[config.mk]
export PLATFORM = sky130hd
export DESIGN_NAME = watchdog_control_status
export DESIGN_NICKNAME = d
export VERILOG_FILES = /design/src/rtl/wdt_pkg.sv /design/src/rtl/osc_tick_sync.sv /design/src/rtl/watchdog_control_status.sv
export SDC_FILE = /design/constraint.sdc
export NUM_CORES = 1
export LEC_CHECK = 0
export BUFFER_PORTS_ARGS = -buffer_cell sky130_fd_sc_hd__buf_2
export CAP_MARGIN = 10
export CORE_MARGIN = 10
export CORE_UTILIZATION = 50
export CTS_BUF_LIST = sky130_fd_sc_hd__clkbuf_4 sky130_fd_sc_hd__clkbuf_8
export CTS_CLUSTER_DIAMETER = 60
export DETAILED_ROUTE_END_ITERATION = 7
export HOLD_SLACK_MARGIN = 0.1
export PLACE_DENSITY = 0.76
export SLEW_MARGIN = 20
export SYNTH_ARGS = -nofsm -noshare
export SYNTH_HDL_FRONTEND = slang
export SYNTH_HIERARCHICAL = 1
export SYNTH_SLANG_ARGS = --single-unit
[constraint.sdc]
create_clock -name ref_clk -period 3.7 [get_ports ref_clk]
set_input_delay 0.185 -clock ref_clk [delete_from_list [all_inputs] [get_ports ref_clk]]
set_output_delay 0.185 -clock ref_clk [all_outputs]
set_load 0.02 [all_outputs]
[src/rtl/wdt_pkg.sv]
/*
 * Shared constants of the watchdog control and status block: register
 * indices, field positions, reset values and timing counts.
 * Assumes a 50 MHz system clock and a slow watchdog oscillator on a pin.
 */
package wdt_pkg;
   // Register indices; the byte address is four times the index.
   localparam logic [1:0] IDX_CONTROL = 2'h0;
   localparam logic [1:0] IDX_STATUS = 2'h1;
   localparam int ADDR_W = 4;
   localparam logic [ADDR_W-1:0] ADDR_CONTROL = {IDX_CONTROL, 2'h0};
   localparam logic [ADDR_W-1:0] ADDR_STATUS = {IDX_STATUS, 2'h0};
   // Field positions.
   localparam int PERIOD_LSB = 0;
   localparam int WINDOW_LSB = 4;
   localparam int LOCK_BIT = 7;
   localparam int SYNC_PENDING_BIT = 0;
   // Values after reset.
   localparam logic [7:0] CONTROL_RESET = 8'h00;
   localparam logic [7:0] STATUS_RESET = 8'h00;
   // Timeout codes and lengths in oscillator cycles.
   localparam logic [3:0] CODE_OFF = 4'h0;
   localparam logic [3:0] CODE_MAX = 4'hB;
   localparam int TIMEOUT_BASE_CYCLES = 8;
   localparam int CNT_W = 15;
   // Oscillator edges needed to carry a value into the watchdog domain.
   localparam logic [1:0] SYNC_TICKS = 2'h2;
   // Instructions (system cycles) that a timed-write unlock stays open.
   localparam logic [2:0] UNLOCK_CYCLES = 3'h4;
   typedef enum logic [2:0] {PH_OFF, PH_NORMAL, PH_FIRST, PH_CLOSED, PH_OPEN} phase_t;
endpackage

[src/rtl/osc_tick_sync.sv]
/*
 * Two-flop synchroniser for the watchdog oscillator pin, followed by a
 * rising edge detector that yields one system-clock pulse per cycle.
 * Assumes the oscillator is far slower than ref_clk.
 */
module osc_tick_sync (
   input wire logic ref_clk,
   input wire logic rst_n,
   input wire logic osc_in,
   output logic tick
);
   logic meta_q;
   logic sync_q;
   logic last_q;

   always_ff @(posedge ref_clk) begin
      if (!rst_n) begin
         meta_q <= 1'b0;
         sync_q <= 1'b0;
         // A pin already high at release still counts as one edge, since meta_q and sync_q reset low.
         last_q <= 1'b1;
      end else begin
         meta_q <= osc_in;
         sync_q <= meta_q;
         last_q <= sync_q;
      end
   end

   assign tick = sync_q & ~last_q;
endmodule // osc_tick_sync

[src/rtl/watchdog_control_status.sv]
/*
 * Windowed watchdog: control and status registers on APB, timed-write
 * protection, configuration lock, synchronisation into the oscillator
 * domain and the timeout sequencer that raises a system reset.
 * Assumes unlock, restart and debug signals come from the CPU on ref_clk
 * and the oscillator arrives on a pin.
 */
// Register access over APB is this design's own decision.
// Summary of operation
// - Any non-zero period code enables the watchdog; zero turns it off.
// - Period codes 1 to 0xB give 8 to 8K oscillator cycles; others reserved.
// - In window mode the period code sets the open window length.
// - While locked, the timeout-select field ignores writes.
// - Outside debug mode, software can only write the lock bit to one.
// - The lock clears only by a write in debug mode, else until reset.
// - A non-zero period at end of boot sets the lock automatically.
// - Lock writes take effect only through the timed-write unlock.
// - Any accepted control write sets the sync pending flag during domain crossing.
// - Hardware clears sync pending when the crossing has finished.
// - Sync pending is read-only and outside the timed-write protection.
// - Non-zero closed-window code enables window mode; zero returns to normal.
// - Missing restart before timeout resets the system; restart starts afresh, except in the closed window, where it resets the system.
module watchdog_control_status (
   input wire logic ref_clk,
   input wire logic rst_n,
   input wire logic psel,
   input wire logic penable,
   input wire logic pwrite,
   input wire logic [wdt_pkg::ADDR_W-1:0] paddr,
   input wire logic [31:0] pwdata,
   output logic [31:0] prdata,
   output logic pready,
   output logic pslverr,
   input wire logic osc_pin,
   input wire logic unlock_key,
   input wire logic restart_instr,
   input wire logic debug_mode,
   input wire logic boot_done,
   input wire logic [7:0] boot_config,
   output logic watchdog_enabled,
   output logic system_reset
);
   import wdt_pkg::*;

   typedef struct packed {
      logic booted;
      logic [7:0] control;
      logic [7:0] applied;
      logic lock;
      logic sync_pending;
      logic [1:0] sync_cnt;
      logic restart_pending;
      logic [1:0] restart_cnt;
      logic [2:0] unlock_cnt;
      phase_t phase;
      logic [CNT_W-1:0] cnt;
      logic [31:0] rdata;
      logic err;
      logic sys_reset;
      logic enabled;
   } state_t;

   state_t s_q;
   state_t s_d;
   logic tick;
   logic access;
   logic wr_ctrl;
   logic wr_status;
   logic mapped;
   logic unlock_open;
   logic ctrl_accept;
   logic restart_apply;
   logic expire;

   osc_tick_sync u_sync (
      .ref_clk(ref_clk),
      .rst_n(rst_n),
      .osc_in(osc_pin),
      .tick(tick)
   );

   // Timeout length in oscillator cycles; reserved codes use the longest.
   function automatic logic [CNT_W-1:0] timeout_len(input logic [3:0] code);
      logic [3:0] c;
      c = (code > CODE_MAX || code == CODE_OFF) ? CODE_MAX : code;
      timeout_len = CNT_W'(TIMEOUT_BASE_CYCLES) << (c - 4'h1);
   endfunction

   assign mapped = (paddr == ADDR_CONTROL) || (paddr == ADDR_STATUS);
   assign access = psel & penable;
   assign wr_ctrl = access & pwrite & (paddr == ADDR_CONTROL);
   assign wr_status = access & pwrite & (paddr == ADDR_STATUS);
   assign unlock_open = (s_q.unlock_cnt != 3'h0);
   // A control write changes nothing unless unlocked and not locked.
   assign ctrl_accept = wr_ctrl & unlock_open & ~s_q.lock;
   assign restart_apply = s_q.restart_pending & tick & (s_q.restart_cnt == SYNC_TICKS - 2'h1);
   assign expire = tick & (s_q.cnt + CNT_W'(1) >= timeout_len(
      (s_q.phase == PH_CLOSED) ? s_q.applied[WINDOW_LSB +: 4] : s_q.applied[PERIOD_LSB +: 4]));

   assign pready = 1'b1;
   assign prdata = s_q.rdata;
   assign pslverr = s_q.err;
   assign watchdog_enabled = s_q.enabled;
   assign system_reset = s_q.sys_reset;

   always_comb begin
      s_d = s_q;
      s_d.sys_reset = 1'b0;
      // The strap value is caught on the first clock after reset release.
      if (!s_q.booted) begin
         s_d.booted = 1'b1;
         s_d.control = boot_config;
         s_d.applied = boot_config;
      end
      // Unlock window: opened by the key, consumed by one protected write.
      if (unlock_key) begin
         s_d.unlock_cnt = UNLOCK_CYCLES;
      end else if (unlock_open) begin
         s_d.unlock_cnt = s_q.unlock_cnt - 3'h1;
      end
      if ((wr_ctrl | wr_status) & unlock_open & ~unlock_key) begin
         s_d.unlock_cnt = 3'h0;
      end
      // Read data is captured in the setup phase and held in the access phase.
      if (psel & ~penable) begin
         s_d.rdata = 32'h0000_0000;
         s_d.err = ~mapped;
         if (paddr == ADDR_CONTROL) begin
            s_d.rdata[7:0] = s_q.control;
         end else if (paddr == ADDR_STATUS) begin
            s_d.rdata[LOCK_BIT] = s_q.lock;
            s_d.rdata[SYNC_PENDING_BIT] = s_q.sync_pending;
         end
      end
      // Synchronisation of the control value into the oscillator domain.
      if (s_q.sync_pending && tick) begin
         if (s_q.sync_cnt == SYNC_TICKS - 2'h1) begin
            s_d.sync_pending = 1'b0;
            s_d.sync_cnt = 2'h0;
            s_d.applied = s_q.control;
         end else begin
            s_d.sync_cnt = s_q.sync_cnt + 2'h1;
         end
      end
      if (ctrl_accept) begin
         s_d.control = pwdata[7:0];
         s_d.sync_pending = 1'b1;
         s_d.sync_cnt = 2'h0;
      end
      // Lock: set by a protected write of one or at boot end, cleared only in debug.
      if (wr_status & unlock_open) begin
         if (pwdata[LOCK_BIT]) begin
            s_d.lock = 1'b1;
         end else if (debug_mode) begin
            s_d.lock = 1'b0;
         end
      end
      if (boot_done && s_q.control[PERIOD_LSB +: 4] != CODE_OFF) begin
         s_d.lock = 1'b1;
      end
      // Restart instruction crossing; a second one while pending is dropped.
      if (restart_instr && !s_q.restart_pending) begin
         s_d.restart_pending = 1'b1;
         s_d.restart_cnt = 2'h0;
      end else if (s_q.restart_pending && tick) begin
         if (restart_apply) begin
            s_d.restart_pending = 1'b0;
         end else begin
            s_d.restart_cnt = s_q.restart_cnt + 2'h1;
         end
      end
      // Timeout sequencer, counting oscillator edges.
      if (tick) begin
         s_d.cnt = s_q.cnt + CNT_W'(1);
      end
      case (s_q.phase)
         PH_OFF: begin
            s_d.cnt = '0;
            if (s_q.applied[PERIOD_LSB +: 4] != CODE_OFF) begin
               s_d.phase = (s_q.applied[WINDOW_LSB +: 4] != CODE_OFF) ? PH_FIRST : PH_NORMAL;
            end
         end
         PH_NORMAL, PH_FIRST, PH_OPEN: begin
            if (restart_apply) begin
               s_d.cnt = '0;
               s_d.phase = (s_q.applied[WINDOW_LSB +: 4] != CODE_OFF) ? PH_CLOSED : PH_NORMAL;
            end else if (expire) begin
               s_d.sys_reset = 1'b1;
               s_d.cnt = '0;
               s_d.phase = PH_OFF;
            end
         end
         PH_CLOSED: begin
            if (restart_apply) begin
               s_d.sys_reset = 1'b1;
               s_d.cnt = '0;
               s_d.phase = PH_OFF;
            end else if (expire) begin
               s_d.cnt = '0;
               s_d.phase = PH_OPEN;
            end
         end
         default: begin
            s_d.phase = PH_OFF;
         end
      endcase
      if (s_q.applied[PERIOD_LSB +: 4] == CODE_OFF) begin
         s_d.phase = PH_OFF;
         s_d.cnt = '0;
      end else if (s_q.phase != PH_OFF && s_q.applied[WINDOW_LSB +: 4] == CODE_OFF
                   && s_q.phase != PH_NORMAL && !s_d.sys_reset) begin
         s_d.phase = PH_NORMAL;
      end
      s_d.enabled = (s_d.applied[PERIOD_LSB +: 4] != CODE_OFF);
   end

   always_ff @(posedge ref_clk) begin
      if (!rst_n) begin
         s_q.booted <= 1'b0;
         s_q.control <= CONTROL_RESET;
         s_q.applied <= CONTROL_RESET;
         s_q.lock <= STATUS_RESET[LOCK_BIT];
         s_q.sync_pending <= STATUS_RESET[SYNC_PENDING_BIT];
         s_q.sync_cnt <= 2'h0;
         s_q.restart_pending <= 1'b0;
         s_q.restart_cnt <= 2'h0;
         s_q.unlock_cnt <= 3'h0;
         s_q.phase <= PH_OFF;
         s_q.cnt <= '0;
         s_q.rdata <= 32'h0000_0000;
         s_q.err <= 1'b0;
         s_q.sys_reset <= 1'b0;
         s_q.enabled <= 1'b0;
      end else begin
         s_q <= s_d;
      end
   end
endmodule // watchdog_control_status

Word level (Yosys, flattened, before mapping)
Index checks and enable logic that the tools add are counted.

storage, ports and cells
  register bits after elaboration = 59
  input bits = 54
  logic and storage cells = 147

cells by class
  add/sub/neg operators = 5
  magnitude comparators = 2
  equality and inequality tests = 15
  shifts and indexed selects = 1
  multiplexer cells = 40
  bitwise operators = 22
  reduce and logical (&&, ||, !) cells = 42

operator list
  operator                                           number
  2-to-1 mux 18 bit                                  4
  case mux 15 bit (3 select lines)                   1
  2-to-1 mux 8 bit                                   3
  2-to-1 mux 3 bit                                   7
  zero test 4 bit                                    4
  2-to-1 mux 16 bit                                  1
  nonzero test 4 bit                                 4
  adder 15 x 1 -> 15 bit (second input constant)     1
  >= comparator 15 bit                               1
  2-to-1 mux 15 bit                                  1
  << shifter 4 x 4 -> 15 bit (first input constant)  1
  AND 1 bit                                          14
  2-to-1 mux 1 bit                                   14
  nonzero test 2 bit                                 6
  inequality test 3 bit (second input constant)      3
  case mux 3 bit (3 select lines)                    1
  nonzero test 3 bit                                 3
  OR reduction 3 bit                                 3
  2-to-1 mux 2 bit                                   4
  2-to-1 mux 4 bit                                   2
  AND reduction 2 bit                                4
  OR reduction 2 bit                                 4
  logical AND 1 bit                                  7
  inverter 1 bit                                     7
  other kinds (21)                                   27

Depth between registers and ports, before layout
  word-level depth = 16
  depth in mapped cells = 15

Cells and area by module
Netlist, hierarchy kept.

by module, submodules not included
  module                   instances  cells an instance  area each (um2)  seq. area each (um2)
  watchdog_control_status  1          424                3365.7           1121.1
  osc_tick_sync            1          7                  87.6             60.1

Worst setup path after synthesis
OpenSTA, ideal clock, no wires.

  path kind = register to register
  from = register s_q[35] (netlist name)
  to = register s_q[50] (netlist name)
  library setup time = 0.115 ns
  data arrival time = 3.184 ns
  required time = 3.585 ns
  setup slack = 0.402 ns
  cell stages (with the launch flop) = 14
  cells stage by stage = dfxtp_1 > ha_1 > and3_1 > and4_1 > nand3_1 > or2_2 > xnor2_1 > ha_1 > and3_4 > a221o_1 > a31oi_2 > a31oi_1 > mux2_1 > o21a_1

on the way
  cells in the longest elaborated chain, start to end = 10
  elaborated cells on any way between the ends = 13
  those cells by class = 1 x add/sub; 1 x order compare; 3 x eq/ne; 4 x mux; 1 x bitwise; 3 x reduce/logical

ends and longest elaborated chain
  item                                                            line                            text
  start, declared                                                 watchdog_control_status.sv:63   state_t s_q;
  adder 15 x 1 -> 15 bit *                                        watchdog_control_status.sv:97   assign expire = tick & (s_q.cnt + CNT_W'(1) >= timeout_len(
  >= comparator 15 bit *                                          watchdog_control_status.sv:97
  AND 1 bit *                                                     watchdog_control_status.sv:97
  2-to-1 mux 1 bit                                                watchdog_control_status.sv:187  end else if (expire) begin
  2-to-1 mux 1 bit                                                watchdog_control_status.sv:184  if (restart_apply) begin
  case mux 1 bit (2 select lines)                                 watchdog_control_status.sv:176  case (s_q.phase)
  zero test 1 bit                                                 watchdog_control_status.sv:211  && s_q.phase != PH_NORMAL && !s_d.sys_reset) begin
  logical AND 1 bit                                               watchdog_control_status.sv:211
  inequality test 4 bit (no source line) (tied with other cells)  --
  AND reduction 3 bit (no source line)                            --

Every way passes the cells marked *; elsewhere a longest branch is shown, timed or not.
A chain may end at the register's enable or synchronous reset.

Worst setup path in the final report
Ends and elaborated chain as after synthesis.

==> results.ini <==
[timing]
relSlewSlack=0.475
period_share=0.964
fmax_mhz=280
worst_pin_slew_ns=0.786
fin_crit_ns=3.57
final.setup_skew_ns=0.0125
whs_ns=0.121
slew_viol_final=0
setup_viol=0
final_hold_viol_count=0

[setup_path]
critPathCaptureType=register
crit_family=simple AND/OR/NAND/NOR gates
worst-path-max-fanout=5
critical_path.cell_chain=ha_1 -> and3_2 -> and4_2 -> nand3_1 -> or2_2 -> xnor2_1 -> ha_1 -> and3_4 -> a221o_1 -> a31oi_2 -> a31oi_2 -> mux2_1 -> o21a_1
cp_data_required_time_ns=3.95
crit_slowest_cell=a221o_1
cp.buffers_inverters=0
r2r-end=s_q[50]
r2r_cells=13
worst-setup-path-type=reg -> reg
critPathLaunchType=register
r2r-start=s_q[35]
r2r_slack_ns=0.13
max_stage_delay_ns=0.39
crit_arrival_ns=3.82

[worst_hold_path]
hp-start=pwdata[3]
min_path_type=in -> reg
hold_end=s_q[74]
hold_depth=3

[yosys]
ys_ff_latch=59
synthCells=431
synth.cell_area_um2=3450
yosysMostFrequentCell=nor2_1
synth_cell_types=55
async_flop_share=0
yosysTopAreaCell=dfxtp_1
synth_common_cells=nor2_1 (71), dfxtp_1 (59), nand2_1 (35)
yosys.area.top_type_share=0.342
yosysSeqAreaShare=0.342
synth_edf_count=0
synth_area_per_cell_um2=8.01
synthFlopType=dfxtp_1
yosysWarnings=6
ys_top_cells_by_area=dfxtp_1 (34%), nor2_1 (7.7%), buf_4 (7.2%), ha_1 (6.2%), nand2_1 (3.8%)

[final_layout]
post-route-cell-area_um2=3850
drive_gt1_frac=0.168
stdcell_count=551
diodes=0
areaGrowthSynthToFinish_pct=11.4
nets=537

[clocking]
cts-root-buf=clkbuf_8
cts_tree=yes
cts.clk_slew.worst_paths_ns=0.07
cts-buffers-inserted=9
postCtsSetupBuffers=0
cts.sinks=59
cts_max_level=3
clk_latency_ns=0.35
clockBufferDepth=2

[routing]
wl_met3_um=450
drc_errors=0
first_iter_violations=170
ant_nets=0
top_layer=met4
drt_wl_total_um=7370
wl_met2_um=3550
drt-met1-wl_um=3220
first_pass_iters=4
avgRoutedWirePerCell_um=13.4
dr_total_vias=2935
viasPerCell=5.33

[die]
die_x_um=103
core_region_area_um2=6760
initial_core_util=0.511
pin_count=90
rows=30
dieArea_um2=10600
die_y_um=103

[placement]
dp_cells=530
port-buffer-count=40
routabilityCongestion=0.878
dpl_cell_area_um2=3550
hpwl_um=5550

[power]
totalPowerFinal_w=0.00152
peakVddDrop_mv=0.210
p_per_area_nw_per_um2=396
p_leak_nw=1.62

[global_routing]
grt_max_degree=33
antenna_found_initial=0
grtUsageTotal=0.141
overflow=0
grt_pass1_vias=2859
grt_pass1_wl_um=12000

[status]
status=complete, no violations

[job]
maxCapViolCount=0

## routing by layer
layer | global-route usage | up-vias
li1 | - | 1496
met1 | 0.164 | 1356
met2 | 0.229 | 70
met3 | 0.0369 | 13
met4 | 0.0813 | 0
met5 | 0 | -
## logic make-up (layout without fill, tap and decap cells)
logic type	Yosys count	after routing	share of synthesized area
buffers and inverters	59	75	0.103
AOI/OAI and AO/OA	78	78	0.142
and+or+nand+nor	176	176	0.242
muxes	11	11	0.0330
other	2	26	0.00217
DFF	59	59	0.342
adders and majority gates	17	17	0.0616
xor gates and xnor gates	29	29	0.0736
## stage by stage
stage                      util  setup WS [ns]  TNS [ns]
after CTS                 0.566         0.0907         0
after floorplan               -          0.402         0
final                     0.570          0.132         0
after global placement    0.526          0.200         0
after detailed placement  0.526          0.106         0
after global routing      0.570       -0.00750  -0.00750
## layout by cell type, fill, tap and decap left out, drive strengths merged, types with 4 or more instances in the layout
master / Yosys / layout
nand2: 36 / 36
a211oi: 14 / 14
buf: 38 / 44
nand2b: 7 / 7
nor2: 72 / 72
conb: 2 / 26
and3: 7 / 7
dfxtp: 59 / 59
o21ai: 17 / 17
nor2b: 12 / 12
clkbuf: 11 / 9
dlygate4sd3: 0 / 5
nand4: 4 / 4
a22oi: 7 / 7
xnor2: 15 / 15
nand3: 12 / 12
mux2i: 8 / 8
inv: 10 / 12
xor2: 14 / 14
ha: 17 / 17
nor3: 8 / 8
a21oi: 26 / 26
## how the worst max path moves through the flow
stage | from | end | slack (ns) | cells after the start
after detailed placement | s_q[35] | s_q[50] | 0.11 | 13
final | s_q[35] | s_q[50] | 0.13 | 13
after global placement | s_q[35] | s_q[50] | 0.20 | 13
after CTS | s_q[35] | s_q[50] | 0.09 | 13
after floorplan | s_q[35] | s_q[50] | 0.40 | 13
after global routing | s_q[52] | s_q[50] | -0.008 | 13
## flip-flops by register name (all words and copies together) (netlist names)
signal and count:
prdata 8, pslverr 1, s_q 45, system_reset 1, u_sync/last_q 1, u_sync/meta_q 1
u_sync/sync_q 1, watchdog_enabled 1
## report_power, final
group | internal [W] | switching (W) | leakage [nW]
logic | 0.0000720 | 0.000105 | 1.03
clock network | 0.000383 | 0.000284 | 0.110
registers | 0.000656 | 0.0000223 | 0.482
## repair_timing
| action | 4_1_cts | 5_1_grt |
|---|---|---|
| gates resized for setup | 0 | 7 |
| endpoints found under the setup margin | 0 | 8 |
| hold buffers | 5 | 0 |
| endpoints found under the hold margin | 6 | 0 |
## layout make-up
class	instances	area, um2
Clock buffer	9	124
Clock inverter	7	98.8
Fill cell	606	2910
Inverter	10	37.5
Multi-Input combinational cell	337	2020
Sequential cell	59	1180
Tap cell	80	100
Timing Repair Buffer	49	280
## worst register-to-register path: stages (launching register included)
cell and delay [ns]:
dfxtp_2 0.37, ha_1 0.17, and3_2 0.23, and4_2 0.29
nand3_1 0.14, or2_2 0.33, xnor2_1 0.13, ha_1 0.31
and3_4 0.19, a221o_1 0.39, a31oi_2 0.24, a31oi_2 0.16
mux2_1 0.35, o21a_1 0.18
(Power assumes the default switching activity.)
